<file path="src/csp_pkg.sv">
// Purpose: Shared constants for the converter serial port.
// Assumes: Command byte carries the direction bits and a four-bit register address.
// Notes:   Register lengths are in serial bits.
package csp_pkg;

   // Width of the widest register and of the bit counter.
   localparam int unsigned CSP_MAX_W = 24;
   localparam int unsigned CSP_CNT_W = 5;

   // Command byte layout.
   localparam int unsigned CSP_CMD_LEN = 8;
   localparam int unsigned CSP_DIR1_POS = 5;
   localparam int unsigned CSP_DIR0_POS = 4;
   localparam int unsigned CSP_ADDR_MSB = 3;
   localparam int unsigned CSP_ADDR_W = 4;

   // Register addresses whose length or side effect matters here.
   localparam logic [3:0] CSP_ADDR_COMM = 4'h0;
   localparam logic [3:0] CSP_ADDR_DATA = 4'h1;
   localparam logic [3:0] CSP_ADDR_MODE = 4'h2;
   localparam logic [3:0] CSP_ADDR_FILTER = 4'h3;
   localparam logic [3:0] CSP_ADDR_DAC = 4'h4;

   // Register lengths in bits.
   localparam logic [4:0] CSP_LEN_BYTE = 5'h08;
   localparam logic [4:0] CSP_LEN_HALF = 5'h10;
   localparam logic [4:0] CSP_LEN_WORD = 5'h18;

   // Direction codes carried in the command byte.
   localparam logic [1:0] CSP_DIR_WRITE = 2'h0;
   localparam logic [1:0] CSP_DIR_READ = 2'h1;
   localparam logic [1:0] CSP_DIR_CONT = 2'h2;
   localparam logic [1:0] CSP_DIR_STOP = 2'h3;

   // Reset values.
   localparam logic CSP_READY_N_RST = 1'b1;

   // Serial port sequencer states.
   typedef enum logic [1:0] {CSP_EXPECT_CMD, CSP_WRITE, CSP_READ, CSP_CONT_READ} csp_state_t;

   // Length of a register in bits; address 0 reads as the 8-bit status register.
   function automatic logic [4:0] cspRegLen(input logic [3:0] addr);
      logic [4:0] len;
      len = CSP_LEN_WORD;
      if (addr == CSP_ADDR_COMM || addr == CSP_ADDR_DAC)
      begin
         len = CSP_LEN_BYTE;
      end
      else if (addr == CSP_ADDR_MODE)
      begin
         len = CSP_LEN_HALF;
      end
      return len;
   endfunction

endpackage

</file>
<file path="src/csp_port.sv">
// Purpose: Serial host port reaching the converter's on-chip registers.
// Assumes: Register storage sits outside and answers regRdData combinationally from regAddr.
// Notes:   Serial clock is oversampled by clk_sys; it must be well below a quarter of clk_sys.
`timescale 1ns/1ps
`default_nettype none
module csp_port
   import csp_pkg::*;
#(
   parameter int unsigned DATA_W = CSP_MAX_W
) (
   // Clock and reset.
   input wire logic clk_sys,
   input wire logic reset,
   // Serial pins.
   input wire logic sclkPin,
   input wire logic csPin_n,
   input wire logic dinPin,
   output logic doutPin,
   output logic doutOe,
   output logic readyPin_n,
   // Configuration and reset pins.
   input wire logic polaritySelect,
   input wire logic resetPin_n,
   // Register file side.
   output logic [CSP_ADDR_W-1:0] regAddr,
   input wire logic [DATA_W-1:0] regRdData,
   output logic regWrStrobe,
   output logic [DATA_W-1:0] regWrData,
   output logic regDefaults,
   // Conversion side.
   input wire logic dataNew,
   input wire logic dataUpdateSoon
);

   // The shifters hold at most one 24-bit word.
   if (DATA_W != CSP_MAX_W)
   begin : gWidthCheck
      $error("csp_port: DATA_W must equal the widest register length");
   end

   ////////////////////////////////////////////////////////////////////////////
   // Pin synchronisation and edge detection.
   ////////////////////////////////////////////////////////////////////////////

   logic sclkSync;
   logic csSync_n;
   logic dinSync;
   logic polSync;
   logic rstPinSync_n;
   logic sclkRise;
   logic sclkFall;
   logic csFall;

   // All pins pass two flip-flops before any logic reads them.
   csp_sync #(.WIDTH(5), .RST_VAL(5'h1b)) uSync (
      .clk_sys(clk_sys),
      .reset(reset),
      .pinIn({sclkPin, csPin_n, dinPin, polaritySelect, resetPin_n}),
      .syncOut({sclkSync, csSync_n, dinSync, polSync, rstPinSync_n})
   );

   // Edge pulses from the synchronised levels.
   csp_edge uEdge (
      .clk_sys(clk_sys),
      .reset(reset),
      .sclkSync(sclkSync),
      .csSync_n(csSync_n),
      .sclkRise(sclkRise),
      .sclkFall(sclkFall),
      .csFall(csFall)
   );

   ////////////////////////////////////////////////////////////////////////////
   // Edge selection and bit counting.
   ////////////////////////////////////////////////////////////////////////////

   csp_state_t state_r;
   csp_state_t state_nxt;
   logic [CSP_CNT_W-1:0] bitCnt_r;
   logic [CSP_CNT_W-1:0] bitCnt_nxt;
   logic [DATA_W-1:0] inShift_r;
   logic [DATA_W-1:0] outShift_r;
   logic [CSP_ADDR_W-1:0] addr_r;
   logic loadReq_r;
   logic readyN_r;

   logic portActive;
   logic sampleEdge;
   logic launchEdge;
   logic [DATA_W-1:0] inShiftNext;
   logic [4:0] curLen;
   logic lastBit;
   logic cmdDone;
   logic [1:0] cmdDir;
   logic [CSP_ADDR_W-1:0] cmdAddr;
   logic cmdByteDone;
   logic writeDone;
   logic readDone;
   logic dataReadDone;
   logic stopSeen;
   logic readState;

   // The port works only while the reset pin is high and chip select is low.
   assign portActive = rstPinSync_n & ~csSync_n;
   assign sampleEdge = portActive & (polSync ? sclkRise : sclkFall);
   assign launchEdge = portActive & (polSync ? sclkFall : sclkRise);
   assign inShiftNext = {inShift_r[DATA_W-2:0], dinSync};

   // Length of the transfer under way.
   assign curLen = (state_r == CSP_EXPECT_CMD) ? CSP_LEN_BYTE : cspRegLen(addr_r);
   assign lastBit = sampleEdge & (bitCnt_r == (curLen - 5'h01));

   // Command byte decode from the bits collected so far.
   assign cmdDir = {inShiftNext[CSP_DIR1_POS], inShiftNext[CSP_DIR0_POS]};
   assign cmdAddr = inShiftNext[CSP_ADDR_MSB:0];
   assign cmdDone = lastBit & (state_r == CSP_EXPECT_CMD);
   assign cmdByteDone = sampleEdge & (bitCnt_r == 5'(CSP_CMD_LEN - 1));

   // Transfer completions.
   assign readState = (state_r == CSP_READ) | (state_r == CSP_CONT_READ);
   assign writeDone = lastBit & (state_r == CSP_WRITE);
   assign readDone = lastBit & readState;
   assign dataReadDone = readDone & (addr_r == CSP_ADDR_DATA);

   // In continuous read the input is still watched for a stop command.
   assign stopSeen = (state_r == CSP_CONT_READ) & cmdByteDone & (cmdDir == CSP_DIR_STOP);

   // Next bit count: cleared outside a frame and after each completed transfer.
   always_comb
   begin
      bitCnt_nxt = bitCnt_r;
      if (!portActive || lastBit || stopSeen)
      begin
         bitCnt_nxt = '0;
      end
      else if (sampleEdge)
      begin
         bitCnt_nxt = bitCnt_r + 5'h01;
      end
   end

   ////////////////////////////////////////////////////////////////////////////
   // Sequencer.
   ////////////////////////////////////////////////////////////////////////////

   // Next state from command decode and transfer completion.
   always_comb
   begin
      state_nxt = state_r;
      unique case (state_r)
         CSP_EXPECT_CMD:
         begin
            if (cmdDone)
            begin
               unique case (cmdDir)
                  CSP_DIR_WRITE: state_nxt = CSP_WRITE;
                  CSP_DIR_READ: state_nxt = CSP_READ;
                  CSP_DIR_CONT: state_nxt = CSP_CONT_READ;
                  CSP_DIR_STOP: state_nxt = CSP_EXPECT_CMD;
               endcase
            end
         end
         CSP_WRITE:
         begin
            if (writeDone)
            begin
               state_nxt = CSP_EXPECT_CMD;
            end
         end
         CSP_READ:
         begin
            if (readDone)
            begin
               state_nxt = CSP_EXPECT_CMD;
            end
         end
         CSP_CONT_READ:
         begin
            if (stopSeen)
            begin
               state_nxt = CSP_EXPECT_CMD;
            end
         end
      endcase
   end

   // State, counter and address registers; the reset pin returns the port to command.
   always_ff @(posedge clk_sys or posedge reset)
   begin
      if (reset)
      begin
         state_r <= CSP_EXPECT_CMD;
         bitCnt_r <= '0;
         addr_r <= CSP_ADDR_COMM;
      end
      else if (!rstPinSync_n)
      begin
         state_r <= CSP_EXPECT_CMD;
         bitCnt_r <= '0;
         addr_r <= CSP_ADDR_COMM;
      end
      else
      begin
         state_r <= state_nxt;
         bitCnt_r <= bitCnt_nxt;
         if (cmdDone)
         begin
            addr_r <= cmdAddr;
         end
      end
   end

   ////////////////////////////////////////////////////////////////////////////
   // Input shift register and write strobe.
   ////////////////////////////////////////////////////////////////////////////

   // Bits shift in on each sampling edge; the word moves out only when complete.
   always_ff @(posedge clk_sys or posedge reset)
   begin
      if (reset)
      begin
         inShift_r <= '0;
         regWrStrobe <= 1'b0;
         regWrData <= '0;
      end
      else
      begin
         regWrStrobe <= writeDone;
         if (sampleEdge)
         begin
            inShift_r <= inShiftNext;
         end
         if (writeDone)
         begin
            regWrData <= inShiftNext & ~({DATA_W{1'b1}} << curLen);
         end
      end
   end

   ////////////////////////////////////////////////////////////////////////////
   // Output shift register.
   ////////////////////////////////////////////////////////////////////////////

   // A load is requested when a read is set up, when chip select opens a frame in a read state before any bit,
   // and after each word of a continuous read; it acts one cycle later so that
   // the register file has seen the new address.
   logic loadNeed;
   logic [DATA_W-1:0] loadWord;
   assign loadNeed = (cmdDone & (cmdDir == CSP_DIR_READ || cmdDir == CSP_DIR_CONT))
                   | (csFall & rstPinSync_n & readState & (bitCnt_r == '0))
                   | (readDone & (state_r == CSP_CONT_READ));
   // Shorter registers are moved to the top so their first bit leads.
   assign loadWord = regRdData << (5'(DATA_W) - cspRegLen(addr_r));

   // Output shifter: parallel load, then one bit per launching edge once a bit has gone.
   always_ff @(posedge clk_sys or posedge reset)
   begin
      if (reset)
      begin
         loadReq_r <= 1'b0;
         outShift_r <= '0;
      end
      else
      begin
         loadReq_r <= loadNeed & ~stopSeen;
         if (loadReq_r)
         begin
            outShift_r <= loadWord;
         end
         else if (launchEdge && readState && bitCnt_r != '0)
         begin
            outShift_r <= {outShift_r[DATA_W-2:0], 1'b0};
         end
      end
   end

   // Data out pin follows the top bit of the output shifter; its enable follows chip select and the reset pin.
   always_ff @(posedge clk_sys or posedge reset)
   begin
      if (reset)
      begin
         doutPin <= 1'b0;
         doutOe <= 1'b0;
      end
      else
      begin
         doutPin <= outShift_r[DATA_W-1];
         doutOe <= ~csSync_n & rstPinSync_n;
      end
   end

   ////////////////////////////////////////////////////////////////////////////
   // Ready output.
   ////////////////////////////////////////////////////////////////////////////

   // Ready goes high on a completed data read or before an update, and low when
   // a new word lands; a new word in the same cycle wins. Nothing blocks a
   // repeated read of the held word.
   always_ff @(posedge clk_sys or posedge reset)
   begin
      if (reset)
      begin
         readyN_r <= CSP_READY_N_RST;
      end
      else if (!rstPinSync_n)
      begin
         readyN_r <= 1'b1;
      end
      else if (dataNew)
      begin
         readyN_r <= 1'b0;
      end
      else if (dataUpdateSoon || dataReadDone)
      begin
         readyN_r <= 1'b1;
      end
   end

   // Ready pin and register side outputs.
   assign readyPin_n = readyN_r;
   assign regAddr = addr_r;
   assign regDefaults = ~rstPinSync_n;

endmodule
`default_nettype wire

</file>
<file path="src/csp_sync.sv">
// Purpose: Two-flop synchroniser for a group of pin inputs.
// Assumes: Inputs are quasi-static or slow against clk_sys.
// Notes:   Only the second stage may be read by logic.
`timescale 1ns/1ps
`default_nettype none
module csp_sync #(
   parameter int unsigned WIDTH = 1,
   parameter logic [WIDTH-1:0] RST_VAL = '0
) (
   // Clock and reset.
   input wire logic clk_sys,
   input wire logic reset,
   // Pins in and synchronised levels out.
   input wire logic [WIDTH-1:0] pinIn,
   output logic [WIDTH-1:0] syncOut
);

   logic [WIDTH-1:0] stage1_r;

   // Two flip-flops in series per bit.
   always_ff @(posedge clk_sys or posedge reset)
   begin
      if (reset)
      begin
         stage1_r <= RST_VAL;
         syncOut <= RST_VAL;
      end
      else
      begin
         stage1_r <= pinIn;
         syncOut <= stage1_r;
      end
   end

endmodule
`default_nettype wire

</file>
<file path="src/csp_edge.sv">
// Purpose: Finds rising and falling edges of synchronised serial clock and the falling edge of chip select.
// Assumes: Inputs come from csp_sync.
// Notes:   Edge outputs are one-cycle pulses.
`timescale 1ns/1ps
`default_nettype none
module csp_edge (
   // Clock and reset.
   input wire logic clk_sys,
   input wire logic reset,
   // Synchronised levels.
   input wire logic sclkSync,
   input wire logic csSync_n,
   // Edge pulses.
   output logic sclkRise,
   output logic sclkFall,
   output logic csFall
);

   logic sclkPrev_r;
   logic csPrev_r;

   // Previous levels; they start at the synchroniser's reset levels so no false edge follows reset.
   always_ff @(posedge clk_sys or posedge reset)
   begin
      if (reset)
      begin
         sclkPrev_r <= 1'b1;
         csPrev_r <= 1'b1;
      end
      else
      begin
         sclkPrev_r <= sclkSync;
         csPrev_r <= csSync_n;
      end
   end

   // Edge decode.
   assign sclkRise = sclkSync & ~sclkPrev_r;
   assign sclkFall = ~sclkSync & sclkPrev_r;
   assign csFall = ~csSync_n & csPrev_r;

endmodule
`default_nettype wire

</file>
<file path="config.mk">
export PLATFORM = sky130hd
export DESIGN_NAME = csp_port
export DESIGN_NICKNAME = d
export VERILOG_FILES = /design/src/csp_pkg.sv /design/src/csp_port.sv /design/src/csp_sync.sv /design/src/csp_edge.sv
export SDC_FILE = /design/constraint.sdc
export NUM_CORES = 1
export LEC_CHECK = 0
export BUFFER_PORTS_ARGS = -buffer_cell sky130_fd_sc_hd__buf_4
export CORE_ASPECT_RATIO = 1.4
export CORE_MARGIN = 2
export CORE_UTILIZATION = 55
export CTS_CLUSTER_DIAMETER = 100
export DETAILED_ROUTE_END_ITERATION = 7
export PLACE_DENSITY = 0.83
export SYNTH_ARGS = -nofsm -noshare
export SYNTH_HDL_FRONTEND = slang
export SYNTH_SLANG_ARGS = --single-unit
</file>
<file path="constraint.sdc">
create_clock -name clk_sys -period 4.6 [get_ports clk_sys]
set_clock_uncertainty 0.2 [all_clocks]
set_input_delay 1.38 -clock clk_sys [delete_from_list [all_inputs] [get_ports clk_sys]]
set_output_delay 1.38 -clock clk_sys [all_outputs]
set_load 0.005 [all_outputs]
</file>
### Yosys cells after proc, flatten, opt, wreduce, memory -nomap -nowiden

Index checks and enable logic that the tools add are counted.

| storage, ports and cells | value |
|---|---|
| register bits | 99 |
| output and inout port bits | 33 |

| operators by class | value |
|---|---|
| add/sub/neg operators | 3 |
| eq/ne operators | 18 |
| shift-type cells | 2 |
| muxes and demuxes | 22 |
| bitwise logic cells | 30 |
| reductions and logical operators | 15 |

Operator list:

| kind | count |
|---|---|
| $mux W24 | 2 |
| $mux W5 | 5 |
| $and A24 B24 Y24 | 1 |
| $not A24 Y24 | 1 |
| $shl A24 B5 Y24 | 1 |
| $shl A24 B5 Y24 const A | 1 |
| $and A1 B1 Y1 | 20 |
| $ne A3 B3 Y1 const B | 6 |
| $pmux W2 S4 | 2 |
| $mux W4 | 3 |
| $mux W2 | 5 |
| $eq A2 B2 Y1 const B | 4 |
| $add A5 B1 Y5 const B | 1 |
| $eq A5 B3 Y1 const B | 1 |
| $eq A5 B5 Y1 | 1 |
| $logic_not A5 Y1 | 1 |
| $logic_or A1 B1 Y1 | 5 |
| $mux W1 | 5 |
| $not A1 Y1 | 5 |
| $reduce_bool A5 Y1 | 1 |
| $sub A5 B1 Y5 const B | 1 |
| $sub A5 B5 Y5 const A | 1 |
| $eq A2 B1 Y1 const B | 2 |
| $eq A4 B1 Y1 const B | 1 |
| 10 further kinds | 14 |

### Depth between registers and ports, before layout

Gate-level depths: netlist (run 1).

| logic depth | value |
|---|---|
| depth in word-level cells | 13 |
| gate-level depth with buffers | 12 |

### Modules after synthesis

From an unflattened synthesis (run 1), not the netlist that was laid out.

| second synthesis, totals | value |
|---|---|
| cell total of the unflattened synthesis | 443 |
| area total of the unflattened synthesis | 4415.5 um2 |

Modules (own cells, without submodules):

| module | instances | cells each | area an instance (um2) |
|---|---|---|---|
| csp_port | 1 | 426 | 4073.9 |
| csp_sync | 1 | 11 | 264.0 |
| csp_edge | 1 | 6 | 77.6 |

### Worst setup path after synthesis (run 1)

Ideal clock, no wire load.

| timing | value |
|---|---|
| kind | flip-flop to flip-flop |
| from | register addr_r[3], in the netlist regAddr[3] |
| to | register regWrData[0] |
| library setup time | 125 ps |
| arrival time | 2766 ps |
| data required time | 4275 ps |
| setup slack | 1509 ps |
| stages on the path, launching flop included | 13 |
| buffers on the path | 5 |
| clock period less this slack | 3091 ps |
| cells stage by stage | dfrtp_1 -> nor4b_4 -> buf_4 -> buf_2 -> nand2_1 -> ha_1 -> xor2_1 -> and3_1 -> buf_2 -> and4_4 -> buf_6 -> buf_12 -> mux2_4 |

| between the ends | value |
|---|---|
| cells in the longest elaborated chain, start to end | 8 |
| elaborated cells on any way between the ends | 14 |
| those cells by class | add/sub: 1; eq/ne: 3; shift: 1; mux: 3; bitwise: 4; reduce/logical: 2 |

Ends and longest elaborated chain:

| item | RTL line | RTL |
|---|---|---|
| from (decl) | csp_port.sv:83 | `logic [CSP_ADDR_W-1:0] addr_r;` |
| from (signal assigned) | csp_port.sv:208 | `addr_r <= cmdAddr;` |
| $eq A4 B2 Y1 (tied with other cells) | csp_pkg.sv:49 | `else if (addr == CSP_ADDR_MODE)` |
| $mux W4 / $logic_or A1 B1 Y1 (equally long branches) | csp_pkg.sv:49, csp_pkg.sv:45 |  |
| $mux W5 * | csp_pkg.sv:45 | `if (addr == CSP_ADDR_COMM \|\| addr == CSP_ADDR_DAC)` |
| $mux W5 * | csp_port.sv:110 | `assign curLen = (state_r == CSP_EXPECT_CMD) ? CSP_LEN_BYTE : cspRegLen(addr_r);` |
| $sub A5 B1 Y5 | csp_port.sv:111 | `assign lastBit = sampleEdge & (bitCnt_r == (curLen - 5'h01));` |
| $eq A5 B5 Y1 | csp_port.sv:111 |  |
| $and A1 B1 Y1 | csp_port.sv:111 |  |
| $and A1 B1 Y1 | csp_port.sv:121 | `assign writeDone = lastBit & (state_r == CSP_WRITE);` |
| to (signal assigned) | csp_port.sv:235 | `regWrData <= inShiftNext & ~({DATA_W{1'b1}} << curLen);` |
| to (decl) | csp_port.sv:28 | `output logic [DATA_W-1:0] regWrData,` |

Mark *: on every way between the ends. The rest lies on a longest branch, timed or not.
A chain may end at the register's enable or synchronous reset.

### Final worst setup path (run 1)

| timing | value |
|---|---|
| from | register state_r[1] |
| to | register regWrData[4] |

| between the ends | value |
|---|---|
| cells in the longest elaborated chain, start to end | 6 |
| elaborated cells on any way between the ends | 10 |
| those cells by class | add/sub: 1; eq/ne: 2; shift: 1; mux: 1; bitwise: 4; reduce/logical: 1 |

Ends and longest elaborated chain:

| item | RTL line | RTL |
|---|---|---|
| from (decl) | csp_port.sv:77 | `csp_state_t state_r;` |
| from (signal assigned) | csp_port.sv:204 | `state_r <= state_nxt;` |
| $logic_not A2 Y1 | csp_port.sv:110 |  |
| $mux W5 | csp_port.sv:110 |  |
| $sub A5 B1 Y5 | csp_port.sv:111 |  |
| $eq A5 B5 Y1 | csp_port.sv:111 |  |
| $and A1 B1 Y1 | csp_port.sv:111 |  |
| $and A1 B1 Y1 | csp_port.sv:121 |  |

Parallel ways exist; a longest one is shown, timed or not.

==> flow_metrics.tcl, run 1 <==
set metrics [dict create \
    fillers 653 \
    grt_antenna_before_repair 0 \
    slowest_stage "dfrtp_1" \
    vias 3520 \
    insertion_delay_ns 0.34 \
    worst-path-max-fanout 24 \
    syn_area_um2 4770 \
    hold_viol_final 0 \
    synth_edf_count 0 \
    drtPass1Iterations 5 \
    total_power_mw 1.91 \
    drt-total-wl_um 10200 \
    r2r_slack_ns 1.07 \
    drv_slew 0 \
    dieArea_um2 9440 \
    fin_crit_sh_pct 76.7 \
    die_w_um 82.7 \
    ys_seq_elements 99 \
    core_area_um2 8510 \
    cts_tree "yes" \
    cts_setup_buffers 0 \
    dp_hpwl_um 7100 \
    wl_per_cell_um 16.8 \
    grt_max_degree 55 \
    n_antenna_cell 0 \
    drcViolationCount 0 \
    clock_path_buffers 2 \
    synth_top_family_by_area "simple AND/OR/NAND/NOR gates" \
    max_slew.worst_pin.slew_ns 0.870 \
    cts_sinks 99 \
    synth.top_cell.area_share_pct 46.2 \
    grt_pass1_vias 3565 \
    synthXorXnorAreaFrac_pct 0.918 \
    die_h_um 114 \
    yosys_warnings 0 \
    gp_congestion 0.795 \
    start_util_pct 56.1 \
    synth_mux_area_share_pct 13.3 \
    grt_overflow 0 \
    regArea_um2 2490 \
    crit_buf_inv 0 \
    fmax_mhz 283 \
    yosys-top-cells-area "dfrtp_1 46%, nand2_1 7.5%, mux2_2 6.4%, dfstp_2 6.1%, mux2i_1 5.7%" \
    syn_to_final_growth_pct 18.5 \
    synth-simple-area-share_pct 15.5 \
    syn_avg_cell_area_um2 10.8 \
    status "complete, no violations" \
    cts_root_buf "clkbuf_16" \
    slowest_delay_ns 0.61 \
    cp_cell_sequence "nor2_1 > nor2_1 > ha_1 > xor2_1 > and3_1 > and4_4 > mux2_2" \
    antenna_left 0 \
    crit_required_ns 4.62 \
    async_flop_share_pct 100 \
    maxCapViolations 0 \
    cts.clk_slew.worst_paths_ns 0.07 \
    yosys.area.top_type "dfrtp_1" \
    synth_ff_type "dfrtp_1" \
    port_buffers 65 \
    setup_viol 0 \
    syn_nets 480 \
    track_usage_pct 23.3 \
    powerDensity_nw_per_um2 338 \
    wl_met1_um 4150 \
    slew_headroom_pct 41.8 \
    cp_common_cell "nor2_1" \
    crit_type "flop to flop" \
    met3RoutedLength_um 643 \
    synth-seq-area-share_pct 52.2 \
    ir_worst_vdd_mv 0.272 \
    crit_arrival_ns 3.55 \
    hp-class "flop to flop" \
    rsz0062_at_grt "false" \
    viasPerCell 5.79 \
    num-nets-final 538 \
    layout_commonest_cell "nand2_1" \
    htreeDepth 3 \
    startpoint_type "flop" \
    layout-drive-gt1-share_pct 28.4 \
    core.rowCount 40 \
    cts_hold_buf 0 \
    grt_pass1_wl_um 17000 \
    ios 66 \
    drt_iter0_drc 211 \
    synth_compound_area_share_pct 10.9 \
    multi_input_area_um2 2030 \
    synth_cells 440 \
    route.met2.wl_um 5190 \
    fin_crit_ns 3.53 \
    cp_top_family "simple AND/OR/NAND/NOR gates" \
    fin_tns_setup_ns 0 \
    end_kind "flop" \
    cts_resized 0 \
    numCtsBuffers 9 \
    final_cell_mix "95 x nand2_1, 88 x dfrtp_1, 72 x buf_4" \
    ys_types 58 \
    yosys.area_share.adder_pct 1.84 \
    p_leak_nw 2.66 \
    top_layer "met4" \
]
Yosys cell counts (7+ instances only):
library cell	number
nand2_1	95
mux2_2	27
a22o_1	8
ha_1	7
mux2i_1	27
o2bb2ai_1	8
nor2b_1	8
o22ai_1	7
dfrtp_1	88
o21ai_0	9
a21oi_1	8
nor2_1	12
inv_1	26
buf_2	8
dfstp_2	11
layout make-up:
| class | instances | share of cell area (%) |
|---|---|---|
| tap | 105 | 2.32 |
| clock inverter | 5 | 1.90 |
| inverter | 27 | 1.84 |
| multi-input combinational | 289 | 35.8 |
| clock buffer | 11 | 4.47 |
| sequential | 99 | 44.1 |
| timing repair buffer | 72 | 9.56 |
logic make-up (layout without fill, tap and decap cells):
logic type / after synthesis / count (layout)
compound gates: 68 / 68
xor+xnor: 5 / 5
fa+ha+maj: 7 / 7
buf+inv: 52 / 115
flops: 99 / 99
mux: 58 / 58
simple gates: 151 / 151
stage by stage:
| step | setup slack [ns] | area (um^2) | util (%) | std cells | hold slack, ns |
|---|---|---|---|---|---|
| CTS | 1.12 | 5650 | 66.4 | 608 | 0.155 |
| floorplan | 0.448 | 4770 | - | 440 | 0.131 |
| global placement | 1.32 | 5290 | 62.2 | 592 | 0.141 |
| detailed placement | 1.16 | 5290 | 62.2 | 592 | 0.139 |
| finish | 1.07 | 5650 | 66.4 | 608 | 0.154 |
| global route | 0.807 | 5650 | 66.4 | 608 | 0.160 |
routing by layer:
metal / vias to the layer above / GRT usage [%]
met4: 0 / 8.52
met5: - / 0
li1: 1642 / -
met1: 1707 / 29.2
met2: 151 / 39.3
met3: 20 / 4.73
worst reg2reg max path: stages (launching register included):
cell and delay, ns:
dfrtp_1 0.61, nor2_1 0.17, nor2_1 0.59, ha_1 0.38, xor2_1 0.20, and3_1 0.33, and4_4 0.55, mux2_2 0.40
flip-flops by register name, summed over array words and instances, names as in the netlist, 2 cells and up:
name	count
uSync.stage1_r	5
regAddr	4
inShift_r	23
outShift_r	24
bitCnt_r	5
state_r	2
uSync.syncOut	5
regWrData	24
power breakdown:
part	internal, mW	total [mW]	leakage (nW)	switching (mW)
clock network	0.564	0.882	0.176	0.318
logic	0.0505	0.113	1.17	0.0627
registers	0.898	0.917	1.31	0.0189
total	1.51	1.91	2.66	0.400
final timing paths:
| check | end | cells after the start | from |
|---|---|---|---|
| min reg2reg | uSync.syncOut[2] | 0 | uSync.stage1_r[2] |
| min | uSync.syncOut[2] | 0 | uSync.stage1_r[2] |
| min in group asynchronous | regWrStrobe | 2 | reset |
| max | regWrData[4] | 7 | state_r[1] |
| max reg2reg | regWrData[4] | 7 | state_r[1] |
| max in group asynchronous | uSync.stage1_r[3] | 3 | reset |
No activity file was read; power rests on OpenSTA's default activity.
==> run 2, diff against run 1 <==
Settings changed: CORE_UTILIZATION 55 to 52, PLACE_DENSITY 0.83 to 0.82.
Clock period 4.6 ns to 3.1 ns, I/O delays scaled along.
==> flow_metrics.tcl, run 2 (synthesis gave the netlist of run 1 again) <==
set metrics [dict create \
    status "complete, no violations" \
    n_antenna_cell 0 \
    hp-class "flop to flop" \
    vias 3450 \
    num-nets-final 545 \
    powerDensity_nw_per_um2 460 \
    ios 66 \
    cts_root_buf "clkbuf_16" \
    dieArea_um2 9970 \
    wl_per_cell_um 16.2 \
    slew_headroom_pct 52.9 \
    total_power_mw 2.60 \
    drv_slew 0 \
    max_slew.worst_pin.slew_ns 0.697 \
    startpoint_type "flop" \
    cts_tree "yes" \
    r2r_end "readyPin_n" \
    fin_crit_ns 2.91 \
    grt_pass1_vias 3640 \
    cts_setup_buffers 0 \
    final_cell_mix "95 x nand2_1, 88 x dfrtp_1, 78 x buf_4" \
    worstRegToRegCells 7 \
    fin_area_um2 5660 \
    crit_required_ns 3.16 \
    drcViolationCount 0 \
    final.setup.worst_slack_ns 0.187 \
    ir_worst_vdd_mv 0.355 \
    insertion_delay_ns 0.33 \
    track_usage_pct 21.1 \
    final_util_pct 63.1 \
    pre_cts_ws_ns 0.274 \
    layout_commonest_cell "nand2_1" \
    start_util_pct 53.1 \
    clock_path_buffers 2 \
    drtPass1Iterations 4 \
    maxCapViolations 0 \
    crit_arrival_ns 2.97 \
    syn_to_final_growth_pct 18.7 \
    die_w_um 84.9 \
    drt-total-wl_um 10000 \
    r2r-start "regAddr[3]" \
    cts.clk_slew.worst_paths_ns 0.06 \
    fmax_mhz 343 \
    worst-path-max-fanout 9 \
    layout-drive-gt1-share_pct 28.8 \
    grt_antenna_before_repair 0 \
    setup_viol 0 \
    dp_hpwl_um 7120 \
    numCtsBuffers 9 \
    cts_sinks 99 \
    end_kind "flop" \
    viasPerCell 5.59 \
    htreeDepth 3 \
    fin_tns_setup_ns 0 \
    drt_iter0_drc 159 \
    antenna_left 0 \
    largest_registers "outShift_r: 24 flops, regWrData: 24 flops, inShift_r: 23 flops" \
    grt_pass1_wl_um 17100 \
    gp_congestion 0.952 \
    rsz0062_at_grt "false" \
    startpoint "regAddr[3]" \
    placed_cell_area_um2 5360 \
    core.rowCount 41 \
    fin_crit_sh_pct 94.0 \
    critPathCapture "readyPin_n" \
    grt_max_degree 100 \
    core_area_um2 8980 \
    crit_type "flop to flop" \
    hold_viol_final 0 \
    r2r_slack_ns 0.19 \
    die_h_um 117 \
    p_leak_nw 2.65 \
    grt_overflow 0 \
    port_buffers 65 \
]
-- run 2: cell types whose count changed in the layout (fill, tap and decap cells not counted), sizes merged --
cell,change
buf,+7
clkinvlp,+2
clkinv,+1
clkbuf,+1
inv,-2
bufinv,-2
-- run 2: stage by stage --
step	hold slack (ns)	cells
4_1_cts	0.157	617
3_5_place_dp	0.143	601
3_3_place_gp	0.143	601
2_1_floorplan	0.131	440
5_1_grt	0.157	617
6_report	0.155	617
-- run 2: worst min-delay path by stage --
| stage | from | end | slack, ns | cells past startpoint |
|---|---|---|---|---|
| 5_1_grt | uSync.stage1_r[1] | uSync.syncOut[1] | 0.16 | 0 |
| 3_3_place_gp | uSync.stage1_r[2] | uSync.syncOut[2] | 0.14 | 0 |
| 6_report | uSync.stage1_r[1] | uSync.syncOut[1] | 0.15 | 0 |
| 4_1_cts | uSync.stage1_r[1] | uSync.syncOut[1] | 0.16 | 0 |
| 2_1_floorplan | uSync.stage1_r[2] | uSync.syncOut[2] | 0.13 | 0 |
| 3_5_place_dp | uSync.stage1_r[2] | uSync.syncOut[2] | 0.14 | 0 |
-- run 2: critical path: stages, from the launching register on --
cell      delay (ns)
dfrtp_1         0.48
nor4b_4         0.33
nand2_1         0.12
ha_1            0.32
xor2_1          0.21
nand3_1         0.34
or4_4           0.65
o221ai_2        0.19
-- run 2: per-layer routing --
metal / track usage [%] / vias to the layer above / share of wire, %
met5: 0 / - / 0
met3: 4.36 / 28 / 5.9
met4: 8.83 / 0 / 2.6
met1: 26.2 / 1645 / 40
met2: 35.5 / 124 / 52
li1: - / 1653 / -
-- run 2: final cells by class --
class	count	area [um^2]
clock buffers	12	236
clock inverters	4	51.3
fillers	714	3320
inverters	27	105
multi-input cells	289	2040
flip-flops and latches	99	2490
well taps	107	134
repair buffers	79	606
-- run 2: power breakdown --
group,switching [mW],leakage (nW),internal (mW)
clock network,0.448,0.137,0.626
logic,0.0919,1.21,0.0774
registers,0.0276,1.31,1.33
total,0.567,2.65,2.04
-- run 2: timing repair --
item                                    in CTS  in global routing
endpoints found under the setup margin       0                  2
hold buffers                                 0                  0
gates resized for setup                      0                  1
